### src/hw/synth_pll_cfg_pkg.sv
// Constants and types for the PLL configuration register bank
package synth_pll_cfg_pkg;

  // Register indices; byte address is four times the index
  localparam logic [7:0] IDX_B_SET0_BYTE0 = 8'h28;
  localparam logic [7:0] IDX_B_SET0_BYTE1 = 8'h29;
  localparam logic [7:0] IDX_B_SET0_BYTE2 = 8'h2A;
  localparam logic [7:0] IDX_B_SET0_BYTE3 = 8'h2B;
  localparam logic [7:0] IDX_B_SET1_BYTE0 = 8'h2C;
  localparam logic [7:0] IDX_B_SET1_BYTE1 = 8'h2D;
  localparam logic [7:0] IDX_B_SET1_BYTE2 = 8'h2E;
  localparam logic [7:0] IDX_B_SET1_BYTE3 = 8'h2F;
  localparam logic [7:0] IDX_C_SPREAD0    = 8'h30;
  localparam logic [7:0] IDX_C_SPREAD1    = 8'h31;
  localparam logic [7:0] IDX_C_SPREAD2    = 8'h32;
  localparam logic [7:0] IDX_C_FREQ_SEL   = 8'h33;
  // Own register: spread direction in bit 0
  localparam logic [7:0] IDX_C_DIRECTION  = 8'h36;
  // Own register: read-only status of the active setting
  localparam logic [7:0] IDX_STATUS       = 8'h3F;
  // Host writes are only safe up to this index
  localparam logic [7:0] IDX_WRITE_LIMIT  = 8'h40;

  // Word field positions inside the 32-bit packed word (bits 31:0 used)
  localparam int N_MSB = 31;
  localparam int N_LSB = 20;
  localparam int R_MSB = 19;
  localparam int R_LSB = 11;
  localparam int Q_MSB = 10;
  localparam int Q_LSB = 5;
  localparam int P_MSB = 4;
  localparam int P_LSB = 2;
  localparam int BAND_MSB = 1;
  localparam int BAND_LSB = 0;

  // Field reset values
  localparam logic [11:0] N_RESET    = 12'h004;
  localparam logic [8:0]  R_RESET    = 9'h000;
  localparam logic [5:0]  Q_RESET    = 6'h10;
  localparam logic [2:0]  P_RESET    = 3'h2;
  localparam logic [1:0]  BAND_RESET = 2'h0;
  localparam logic [7:0]  BYTE_RESET = 8'h00;

  // Band encodings and boundaries in MHz
  localparam int BAND_EDGE1_MHZ = 125;
  localparam int BAND_EDGE2_MHZ = 150;
  localparam int BAND_EDGE3_MHZ = 175;
  localparam logic [1:0] BAND_LOW  = 2'h0;
  localparam logic [1:0] BAND_MID1 = 2'h1;
  localparam logic [1:0] BAND_MID2 = 2'h2;
  localparam logic [1:0] BAND_HIGH = 2'h3;

  // Spread code and amount in hundredths of a percent
  localparam logic [2:0] SPREAD_OFF = 3'h0;

  // Bus answer for a read of an unmapped index
  localparam logic [31:0] UNMAPPED_DATA = 32'h0000_0000;

  // Bus access state
  typedef enum logic [1:0] {BUS_IDLE, BUS_ACK} bus_state_t;

  // Spread amount in hundredths of a percent
  function automatic logic [7:0] spread_hundredths(input logic [2:0] code);
    logic [7:0] v;
    v = 8'h00;
    case (code)
      3'h1: v = 8'h19;
      3'h2: v = 8'h32;
      3'h3: v = 8'h4B;
      3'h4: v = 8'h64;
      3'h5: v = 8'h7D;
      3'h6: v = 8'h96;
      3'h7: v = 8'hC8;
      default: v = 8'h00;
    endcase
    return v;
  endfunction

  // Band code for an oscillator frequency in MHz
  function automatic logic [1:0] band_for_mhz(input int mhz);
    logic [1:0] b;
    if (mhz < BAND_EDGE1_MHZ) b = BAND_LOW;
    else if (mhz < BAND_EDGE2_MHZ) b = BAND_MID1;
    else if (mhz < BAND_EDGE3_MHZ) b = BAND_MID2;
    else b = BAND_HIGH;
    return b;
  endfunction

endpackage

### src/hw/pin_sync.sv
// Two-flop synchroniser for the control-select pins
`timescale 1ns/1ps
module pin_sync #(
  parameter int WIDTH = 3
) (
  // Clock and reset
  input  wire logic             clk_i,
  input  wire logic             rst_i,
  // Pin levels
  input  wire logic [WIDTH-1:0] pin_i,
  output logic      [WIDTH-1:0] sync_o
);

  logic [WIDTH-1:0] meta_q;   // First stage, read only by second
  logic [WIDTH-1:0] sync_q;   // Second stage
  logic [WIDTH-1:0] meta_d;
  logic [WIDTH-1:0] sync_d;

  // Next values
  always_comb begin
    meta_d = pin_i;
    sync_d = meta_q;
  end

  // Register stages
  always_ff @(posedge clk_i) begin
    if (rst_i) begin
      meta_q <= '0;
      sync_q <= '0;
    end else begin
      meta_q <= meta_d;
      sync_q <= sync_d;
    end
  end

  assign sync_o = sync_q;

endmodule

### src/hw/word_unpack.sv
// Splits a packed multiplier/divider word into its fields
`timescale 1ns/1ps
module word_unpack (
  // Packed bytes, first byte holds the most significant bits
  input  wire logic [31:0] word_i,
  // Fields
  output logic      [11:0] feedback_count_o,
  output logic      [8:0]  remainder_o,
  output logic      [5:0]  quotient_o,
  output logic      [2:0]  prescale_o,
  output logic      [1:0]  osc_band_o
);

  // Field extraction
  always_comb begin
    feedback_count_o = word_i[synth_pll_cfg_pkg::N_MSB:synth_pll_cfg_pkg::N_LSB];
    remainder_o      = word_i[synth_pll_cfg_pkg::R_MSB:synth_pll_cfg_pkg::R_LSB];
    quotient_o       = word_i[synth_pll_cfg_pkg::Q_MSB:synth_pll_cfg_pkg::Q_LSB];
    prescale_o       = word_i[synth_pll_cfg_pkg::P_MSB:synth_pll_cfg_pkg::P_LSB];
    osc_band_o       = word_i[synth_pll_cfg_pkg::BAND_MSB:synth_pll_cfg_pkg::BAND_LSB];
  end

endmodule

### src/hw/synth_pll_config_regs.sv
// Configuration register bank for the second and third PLL
//
// Local design decision: register access over Avalon-MM.
`timescale 1ns/1ps
module synth_pll_config_regs (
  // Clock and reset
  input  wire logic        CLOCK_I,
  input  wire logic        RST_I,
  // Avalon-MM slave
  input  wire logic [9:0]  AVS_ADDRESS_I,
  input  wire logic        AVS_READ_I,
  input  wire logic        AVS_WRITE_I,
  input  wire logic [31:0] AVS_WRITEDATA_I,
  input  wire logic [3:0]  AVS_BYTEENABLE_I,
  output logic      [31:0] AVS_READDATA_O,
  output logic             AVS_WAITREQUEST_O,
  // Control select pins
  input  wire logic        CTRL_SELECT_PIN0_I,
  input  wire logic        CTRL_SELECT_PIN1_I,
  input  wire logic        CTRL_SELECT_PIN2_I,
  // Second PLL active configuration
  output logic      [11:0] SYNTH_B_FEEDBACK_COUNT_O,
  output logic      [8:0]  SYNTH_B_REMAINDER_O,
  output logic      [5:0]  SYNTH_B_QUOTIENT_O,
  output logic      [2:0]  SYNTH_B_PRESCALE_O,
  output logic      [1:0]  SYNTH_B_OSC_BAND_O,
  // Third PLL active configuration
  output logic      [2:0]  SYNTH_C_SPREAD_AMOUNT_O,
  output logic      [7:0]  SYNTH_C_SPREAD_HUNDREDTHS_O,
  output logic             SYNTH_C_SPREAD_ON_O,
  output logic             SYNTH_C_SPREAD_DIRECTION_O,
  output logic             SYNTH_C_FREQ_CHOICE_O
);

  // Register storage
  logic [7:0]  set0_q [4];          // Set zero word bytes, 28h first
  logic [7:0]  set0_d [4];
  logic [7:0]  set1_q [4];          // Set one word bytes, 2Ch first
  logic [7:0]  set1_d [4];
  logic [23:0] spread_q;            // Eight 3-bit spread amounts
  logic [23:0] spread_d;
  logic [7:0]  freq_sel_q;          // Per-setting set choice
  logic [7:0]  freq_sel_d;
  logic        direction_q;         // Spread direction
  logic        direction_d;

  // Bus state
  synth_pll_cfg_pkg::bus_state_t state_q;
  synth_pll_cfg_pkg::bus_state_t state_d;
  logic [31:0] rdata_q;
  logic [31:0] rdata_d;
  logic        wait_q;
  logic        wait_d;
  logic [7:0]  idx;                 // Word index of the access
  logic        wr_ok;               // Write lane 0 is enabled

  // Active selection and outputs
  logic [2:0]  sel;                 // Synchronised pin index
  logic [31:0] word0;
  logic [31:0] word1;
  logic [31:0] word_act;
  logic [11:0] n_w;
  logic [8:0]  r_w;
  logic [5:0]  q_w;
  logic [2:0]  p_w;
  logic [1:0]  band_w;
  logic [2:0]  amt_w;
  logic [2:0]  spread_field [8];    // Spread code of each setting
  logic        on_q;                // Spread enabled for active setting
  logic        choice_w;
  logic [2:0]  sel_q;               // Setting index shown in status
  logic [11:0] n_q;
  logic [8:0]  r_q;
  logic [5:0]  q_q;
  logic [2:0]  p_q;
  logic [1:0]  band_q;
  logic [2:0]  amt_q;
  logic [7:0]  hund_q;
  logic        choice_q;

  // True for an index inside the set zero word
  function automatic logic in_set0(input logic [7:0] i);
    return i >= synth_pll_cfg_pkg::IDX_B_SET0_BYTE0 &&
           i <= synth_pll_cfg_pkg::IDX_B_SET0_BYTE3;
  endfunction

  // True for an index inside the set one word
  function automatic logic in_set1(input logic [7:0] i);
    return i >= synth_pll_cfg_pkg::IDX_B_SET1_BYTE0 &&
           i <= synth_pll_cfg_pkg::IDX_B_SET1_BYTE3;
  endfunction

  // Pins come from outside the clock domain; a pin that moves while
  // sampled could leave the index half old and half new, so only the
  // second stage feeds the selection logic and the status read
  // A pin change reaches the outputs three edges later
  pin_sync #(
    .WIDTH (3)
  ) u_pin_sync (
    .clk_i  (CLOCK_I),
    .rst_i  (RST_I),
    .pin_i  ({CTRL_SELECT_PIN2_I, CTRL_SELECT_PIN1_I, CTRL_SELECT_PIN0_I}),
    .sync_o (sel)
  );

  // Packed words, byte at the lowest index is most significant
  // The split into fields does not care how the host grouped its
  // writes, so a half-written word is visible until the last byte
  assign word0 = {set0_q[0], set0_q[1], set0_q[2], set0_q[3]};
  assign word1 = {set1_q[0], set1_q[1], set1_q[2], set1_q[3]};

  // Setting x picks the spread field and the set choice
  assign choice_w = freq_sel_q[sel];
  // One 3-bit spread field per setting, setting 7 at the top of 30h
  for (genvar s = 0; s < 8; s++) begin : g_spread
    assign spread_field[s] = spread_q[3*s +: 3];
  end
  assign amt_w    = spread_field[sel];
  assign word_act = choice_w ? word1 : word0;

  // Field split of the active word
  word_unpack u_word_unpack (
    .word_i           (word_act),
    .feedback_count_o (n_w),
    .remainder_o      (r_w),
    .quotient_o       (q_w),
    .prescale_o       (p_w),
    .osc_band_o       (band_w)
  );

  // Word index of the access; the two low address bits are ignored
  // and lane 0 alone carries the register byte
  assign idx   = AVS_ADDRESS_I[9:2];
  assign wr_ok = AVS_BYTEENABLE_I[0];

  // Bus and register next values
  always_comb begin
    state_d     = state_q;
    rdata_d     = rdata_q;
    wait_d      = wait_q;
    set0_d      = set0_q;
    set1_d      = set1_q;
    spread_d    = spread_q;
    freq_sel_d  = freq_sel_q;
    direction_d = direction_q;
    case (state_q)
      // Take a request, answer one cycle later
      synth_pll_cfg_pkg::BUS_IDLE: begin
        if (AVS_READ_I || AVS_WRITE_I) begin
          state_d = synth_pll_cfg_pkg::BUS_ACK;
          wait_d  = 1'b0;
          if (AVS_READ_I) begin
            // Read decode; only a read replaces the held read data
            rdata_d = synth_pll_cfg_pkg::UNMAPPED_DATA;
            if (in_set0(idx)) begin
              // Set zero word byte
              rdata_d[7:0] = set0_q[idx[1:0]];
            end else if (in_set1(idx)) begin
              // Set one word byte
              rdata_d[7:0] = set1_q[idx[1:0]];
            end else if (idx == synth_pll_cfg_pkg::IDX_C_SPREAD0) begin
              // Settings 7 and 6, top two bits of 5
              rdata_d[7:0] = spread_q[23:16];
            end else if (idx == synth_pll_cfg_pkg::IDX_C_SPREAD1) begin
              // Low bit of 5, settings 4 and 3, top bit of 2
              rdata_d[7:0] = spread_q[15:8];
            end else if (idx == synth_pll_cfg_pkg::IDX_C_SPREAD2) begin
              // Low bits of 2, settings 1 and 0
              rdata_d[7:0] = spread_q[7:0];
            end else if (idx == synth_pll_cfg_pkg::IDX_C_FREQ_SEL) begin
              // Set choice bit per setting
              rdata_d[7:0] = freq_sel_q;
            end else if (idx == synth_pll_cfg_pkg::IDX_C_DIRECTION) begin
              // Direction in bit 0, rest reads zero
              rdata_d[0] = direction_q;
            end else if (idx == synth_pll_cfg_pkg::IDX_STATUS) begin
              // Status: active spread code, set choice, setting index
              rdata_d[7:0] = {1'b0, amt_q, choice_q, sel_q};
            end
          end
        end
      end
      // Release waitrequest for one cycle, then re-arm; the master
      // still holds its request here, so a write lands at the edge
      // at which it sees waitrequest low and at no earlier edge
      synth_pll_cfg_pkg::BUS_ACK: begin
        state_d = synth_pll_cfg_pkg::BUS_IDLE;
        wait_d  = 1'b1;
        if (AVS_WRITE_I && wr_ok) begin
          // Write decode, unmapped and read-only indices ignored
          if (in_set0(idx)) begin
            // Set zero word byte, most significant byte at 28h
            set0_d[idx[1:0]] = AVS_WRITEDATA_I[7:0];
          end else if (in_set1(idx)) begin
            // Set one word byte, band in the last byte
            set1_d[idx[1:0]] = AVS_WRITEDATA_I[7:0];
          end else if (idx == synth_pll_cfg_pkg::IDX_C_SPREAD0) begin
            // Settings 7 and 6, top two bits of 5
            spread_d[23:16] = AVS_WRITEDATA_I[7:0];
          end else if (idx == synth_pll_cfg_pkg::IDX_C_SPREAD1) begin
            // Low bit of 5, settings 4 and 3, top bit of 2
            spread_d[15:8] = AVS_WRITEDATA_I[7:0];
          end else if (idx == synth_pll_cfg_pkg::IDX_C_SPREAD2) begin
            // Low bits of 2, settings 1 and 0
            spread_d[7:0] = AVS_WRITEDATA_I[7:0];
          end else if (idx == synth_pll_cfg_pkg::IDX_C_FREQ_SEL) begin
            // One set choice bit per setting
            freq_sel_d = AVS_WRITEDATA_I[7:0];
          end else if (idx == synth_pll_cfg_pkg::IDX_C_DIRECTION) begin
            // Direction in bit 0, other bits dropped
            direction_d = AVS_WRITEDATA_I[0];
          end
        end
      end
      // Unused encoding: back to idle with waitrequest high
      default: begin
        state_d = synth_pll_cfg_pkg::BUS_IDLE;
        wait_d  = 1'b1;
      end
    endcase
  end

  // Bus and register storage; reset restores the default words so
  // the second PLL comes up on a known ratio whatever the pins say
  always_ff @(posedge CLOCK_I) begin
    if (RST_I) begin
      state_q     <= synth_pll_cfg_pkg::BUS_IDLE;
      rdata_q     <= synth_pll_cfg_pkg::UNMAPPED_DATA;
      wait_q      <= 1'b1;
      // Default words: N, R, Q, P and band
      set0_q[0]   <= synth_pll_cfg_pkg::N_RESET[11:4];
      set0_q[1]   <= {synth_pll_cfg_pkg::N_RESET[3:0],
                      synth_pll_cfg_pkg::R_RESET[8:5]};
      set0_q[2]   <= {synth_pll_cfg_pkg::R_RESET[4:0],
                      synth_pll_cfg_pkg::Q_RESET[5:3]};
      set0_q[3]   <= {synth_pll_cfg_pkg::Q_RESET[2:0],
                      synth_pll_cfg_pkg::P_RESET,
                      synth_pll_cfg_pkg::BAND_RESET};
      // Set one starts from the same defaults as set zero
      set1_q[0]   <= synth_pll_cfg_pkg::N_RESET[11:4];
      set1_q[1]   <= {synth_pll_cfg_pkg::N_RESET[3:0],
                      synth_pll_cfg_pkg::R_RESET[8:5]};
      set1_q[2]   <= {synth_pll_cfg_pkg::R_RESET[4:0],
                      synth_pll_cfg_pkg::Q_RESET[5:3]};
      set1_q[3]   <= {synth_pll_cfg_pkg::Q_RESET[2:0],
                      synth_pll_cfg_pkg::P_RESET,
                      synth_pll_cfg_pkg::BAND_RESET};
      spread_q    <= {3{synth_pll_cfg_pkg::BYTE_RESET}};
      freq_sel_q  <= synth_pll_cfg_pkg::BYTE_RESET;
      direction_q <= 1'b0;
    end else begin
      state_q     <= state_d;
      rdata_q     <= rdata_d;
      wait_q      <= wait_d;
      set0_q      <= set0_d;
      set1_q      <= set1_d;
      spread_q    <= spread_d;
      freq_sel_q  <= freq_sel_d;
      direction_q <= direction_d;
    end
  end

  // Registered active configuration; one register stage keeps every
  // output glitch-free while the index or a word byte changes
  always_ff @(posedge CLOCK_I) begin
    if (RST_I) begin
      sel_q    <= 3'h0;
      n_q      <= synth_pll_cfg_pkg::N_RESET;
      r_q      <= synth_pll_cfg_pkg::R_RESET;
      q_q      <= synth_pll_cfg_pkg::Q_RESET;
      p_q      <= synth_pll_cfg_pkg::P_RESET;
      band_q   <= synth_pll_cfg_pkg::BAND_RESET;
      amt_q    <= synth_pll_cfg_pkg::SPREAD_OFF;
      hund_q   <= 8'h00;
      choice_q <= 1'b0;
      on_q     <= 1'b0;
    end else begin
      sel_q    <= sel;
      n_q      <= n_w;
      r_q      <= r_w;
      q_q      <= q_w;
      p_q      <= p_w;
      band_q   <= band_w;
      amt_q    <= amt_w;
      hund_q   <= synth_pll_cfg_pkg::spread_hundredths(amt_w);
      choice_q <= choice_w;
      on_q     <= (amt_w != synth_pll_cfg_pkg::SPREAD_OFF);
    end
  end

  // Outputs straight from flip-flops
  // No output is decoded after its register
  assign AVS_READDATA_O              = rdata_q;
  assign AVS_WAITREQUEST_O           = wait_q;
  assign SYNTH_B_FEEDBACK_COUNT_O    = n_q;
  assign SYNTH_B_REMAINDER_O         = r_q;
  assign SYNTH_B_QUOTIENT_O          = q_q;
  assign SYNTH_B_PRESCALE_O          = p_q;
  assign SYNTH_B_OSC_BAND_O          = band_q;
  assign SYNTH_C_SPREAD_AMOUNT_O     = amt_q;
  assign SYNTH_C_SPREAD_HUNDREDTHS_O = hund_q;
  assign SYNTH_C_SPREAD_ON_O         = on_q;
  assign SYNTH_C_SPREAD_DIRECTION_O  = direction_q;
  assign SYNTH_C_FREQ_CHOICE_O       = choice_q;

endmodule

### config.mk
export PLATFORM = sky130hd
export DESIGN_NAME = synth_pll_config_regs
export DESIGN_NICKNAME = d
export VERILOG_FILES = /design/src/hw/synth_pll_cfg_pkg.sv /design/src/hw/pin_sync.sv /design/src/hw/word_unpack.sv /design/src/hw/synth_pll_config_regs.sv
export SDC_FILE = /design/constraint.sdc
export NUM_CORES = 1
export LEC_CHECK = 0
export ABC_CLOCK_PERIOD_IN_PS = 4570
export BUFFER_PORTS_ARGS = -buffer_cell sky130_fd_sc_hd__buf_2
export CORE_MARGIN = 2
export CORE_UTILIZATION = 30
export CTS_CLUSTER_SIZE = 20
export DETAILED_ROUTE_END_ITERATION = 16
export HOLD_SLACK_MARGIN = 0.05
export SLEW_MARGIN = 20
export SYNTH_ARGS = -nofsm -noshare
export SYNTH_HDL_FRONTEND = slang
export SYNTH_HIERARCHICAL = 1
export SYNTH_SLANG_ARGS = --single-unit
### constraint.sdc
create_clock -name CLOCK_I -period 4.57 [get_ports CLOCK_I]
set_input_delay 0.914 -clock CLOCK_I [delete_from_list [all_inputs] [get_ports CLOCK_I]]
set_output_delay 0.914 -clock CLOCK_I [all_outputs]
set_load 0.02 [all_outputs]
==> flow_summary.toml <==
[final_layout]
final_common_cell = "dfxtp_1"
drive_gt1_share_pct = 24.6
fill_cells = 2524
final_util_pct = 34.4
syn2layout_area_growth_pct = 12.0
nets = 824
n_antenna_cell = 0
final_cell_mix = "dfxtp_1, mux2i_1, nor2_1"

[setup_path]
cp-end-kind = "flip-flop"
startpoint_type = "input pin"
worst-path-buf-inv = 3
worstPathRequired_ps = 4890
cp.arrival_ps = 3490
crit_family = "simple AND/OR/NAND/NOR gates"
path_class = "input pin to flip-flop"
path_max_fanout = 13
cpPeakStageDelay_ps = 810
cp_slowest_cell = "or3b_1"
cp_cell_sequence = "buf_2, or3b_1, or3b_1, buf_4, nor4_4, buf_4, nor2b_1, a211o_1"

[route]
drt-initial-drc-count = 371
dr.pass1.iters = 5
wl_um = 19300
post_drt_wl_per_cell_um = 17.6
vias = 5206
via_per_inst = 4.72
drcViolationCount = 0
ant_nets = 0

[floorplan]
start_util_pct = 30.7
core_area_um2 = 24500
die_w_um = 162
pin_count = 132
die_y_um = 162
rows = 57
die_area_um2 = 26300

[logic_synthesis]
synth.distinct_cells = 41
seq_area_frac_synth_pct = 42.9
yosys_warnings = 6
ys_ff_latch = 161
syn_area_per_cell_um2 = 10.1
syn_area_um2 = 7510
synthCells = 742

[outcome]
status = "finished, final reports clean"

[power]
power_density_nw_per_um2 = 343
leakage_nw = 3.53
peakVddDrop_v = 0.000270

[sta]
tns_ps = 0
max_freq_ghz = 0.315
period_needed_ps = 3170
hold_viol = 0
hold_ws_ps = 436
finClkSkew_ps = 7.28
worst_slew_pin_slew_ps = 1070
rsz0062_at_grt = "no"
setup_slack_ps = 1400
setup_viol = 0
slew_viol_final = 0
period_share_pct = 69.4
slew_headroom_pct = 29.0

[placement]
post-place-ws_ps = 981
dp_hpwl_um = 12900
io_buffers = 78
finalWeightedCongestion = 0.802

[clock_network]
cts-root-buf = "clkbuf_16"
clk_latency_ps = 430
cts_buffer_depth = 2
path_clk_slew_ps = 60
cts_resized = 0
post_cts.repair.setup_buffers = 0
cts_tree = "done"
ctsHoldBuffers = 0
numCtsBuffers = 17
cts-htree-levels = 4
cts.sinks = 161

[grt]
grt_first_pass_wirelength_um = 29400
grt_pass1_vias = 4939
antenna_found_initial = 1
grt_max_degree = 69
grt_overflow = 0
grt_usage_pct = 14.9

[hold_path]
hold_path.class = "flip-flop to flip-flop"

[run]
cap_viol_max_count = 0
-- worst reg2reg max path: cells and delay by family (launching register included) --
| family | cells | cell delay (ps) |
|---|---|---|
| DFF | 1 | 550 |
| buffers and inverters | 1 | 330 |
| and+or+nand+nor | 1 | 270 |
| muxes | 3 | 1590 |
-- state kept, by name (all words and copies together) (netlist names), 6 cells and up --
signal and cells:
set1_q 32, SYNTH_B_FEEDBACK_COUNT_O 12, SYNTH_C_SPREAD_HUNDREDTHS_O 8, AVS_READDATA_O 8, set0_q 32, spread_q 24
freq_sel_q 8, SYNTH_B_QUOTIENT_O 6, SYNTH_B_REMAINDER_O 9
-- layer usage --
metal  vias up  wire length [um]  global-route usage (%)  part of all wire (%)
met4         0               390                    5.91                   2.0
met1      2479              9280                    20.9                    48
met3        21              1050                    3.01                   5.4
met5         -                 0                       0                     0
met2       160              8630                    22.2                    45
li1       2546                 -                       -                     -
-- final cells by class --
class	instances	area, um^2	share of cell area (%)
clock buffer	18	439	5.22
clock inverter	12	95.1	1.13
sequential	161	3220	38.3
tap	324	405	4.82
inverter	7	26.3	0.313
timing repair buffer	92	498	5.92
multi-input combinational	488	3720	44.3
-- cell usage after synthesis --
cell type	instances	area, um^2
mux2_2	43	484
nand3_1	4	20.0
clkbuf_1	44	165
a211oi_1	3	22.5
a2bb2oi_1	6	52.6
nor3_4	4	65.1
inv_1	7	26.3
and2_1	1	6.26
nor4_1	2	12.5
o311ai_0	5	43.8
nor3_1	4	20.0
conb_1	1	3.75
a21bo_2	1	10.0
buf_2	3	15.0
o22ai_1	6	37.5
a21oi_1	14	70.1
nor2b_1	47	294
or3_1	5	31.3
a22o_1	2	17.5
buf_1	4	15.0
or4_1	1	7.51
nor4_4	4	85.1
or3b_1	2	17.5
mux4_2	11	248
a21o_1	1	7.51
dfxtp_1	161	3220
a211o_1	6	52.6
or2_2	5	31.3
a221oi_1	7	61.3
o21ai_0	15	75.1
o2bb2ai_1	2	17.5
mux2i_1	119	1190
buf_6	2	22.5
ha_1	4	50.1
nand2_1	13	48.8
nand4_1	1	6.26
nor2_1	107	402
o21a_1	3	22.5
a22oi_1	6	45.0
nand2b_1	10	62.6
buf_4	56	420
-- report_power, final --
group / internal (mW) / switching, mW / leakage [nW]
Sequential: 1.41 / 0.00626 / 1.30
Combinational: 0.0386 / 0.111 / 1.98
Clock: 0.748 / 0.571 / 0.259
-- per-stage QoR --
step / cells / power (mW) / instance area, um^2
6_report: 1102 / 2.88 / 8410
5_1_grt: 1102 / 2.99 / 8410
4_1_cts: 1102 / 2.92 / 8410
3_5_place_dp: 1072 / 1.60 / 7870
3_3_place_gp: 1072 / 1.60 / 7870
2_1_floorplan: 765 / 1.57 / 7600
-- kinds of logic after synthesis --
group | after synthesis | share of synthesized area, %
AND/OR/NAND/NOR | 210 | 14.8
AO/OA/AOI/OAI | 77 | 7.13
adder cells (fa/ha/maj) | 4 | 0.666
multiplexers | 173 | 25.6
buffers and inverters | 116 | 8.85
flip-flops | 161 | 42.9
other | 1 | 0.0499
-- final timing paths --
| kind | from | end | slack [ps] | depth (start not counted) |
|---|---|---|---|---|
| setup / recovery | AVS_ADDRESS_I[9] | set0_q[22] | 1400 | 8 |
| hold / removal | u_pin_sync/meta_q[2] | u_pin_sync/sync_o[2] | 440 | 1 |
| setup reg to reg | u_pin_sync/sync_o[0] | SYNTH_B_PRESCALE_O[1] | 1720 | 5 |
| hold reg to reg | u_pin_sync/meta_q[2] | u_pin_sync/sync_o[2] | 440 | 1 |
No activity file was read; power rests on OpenSTA's default activity.
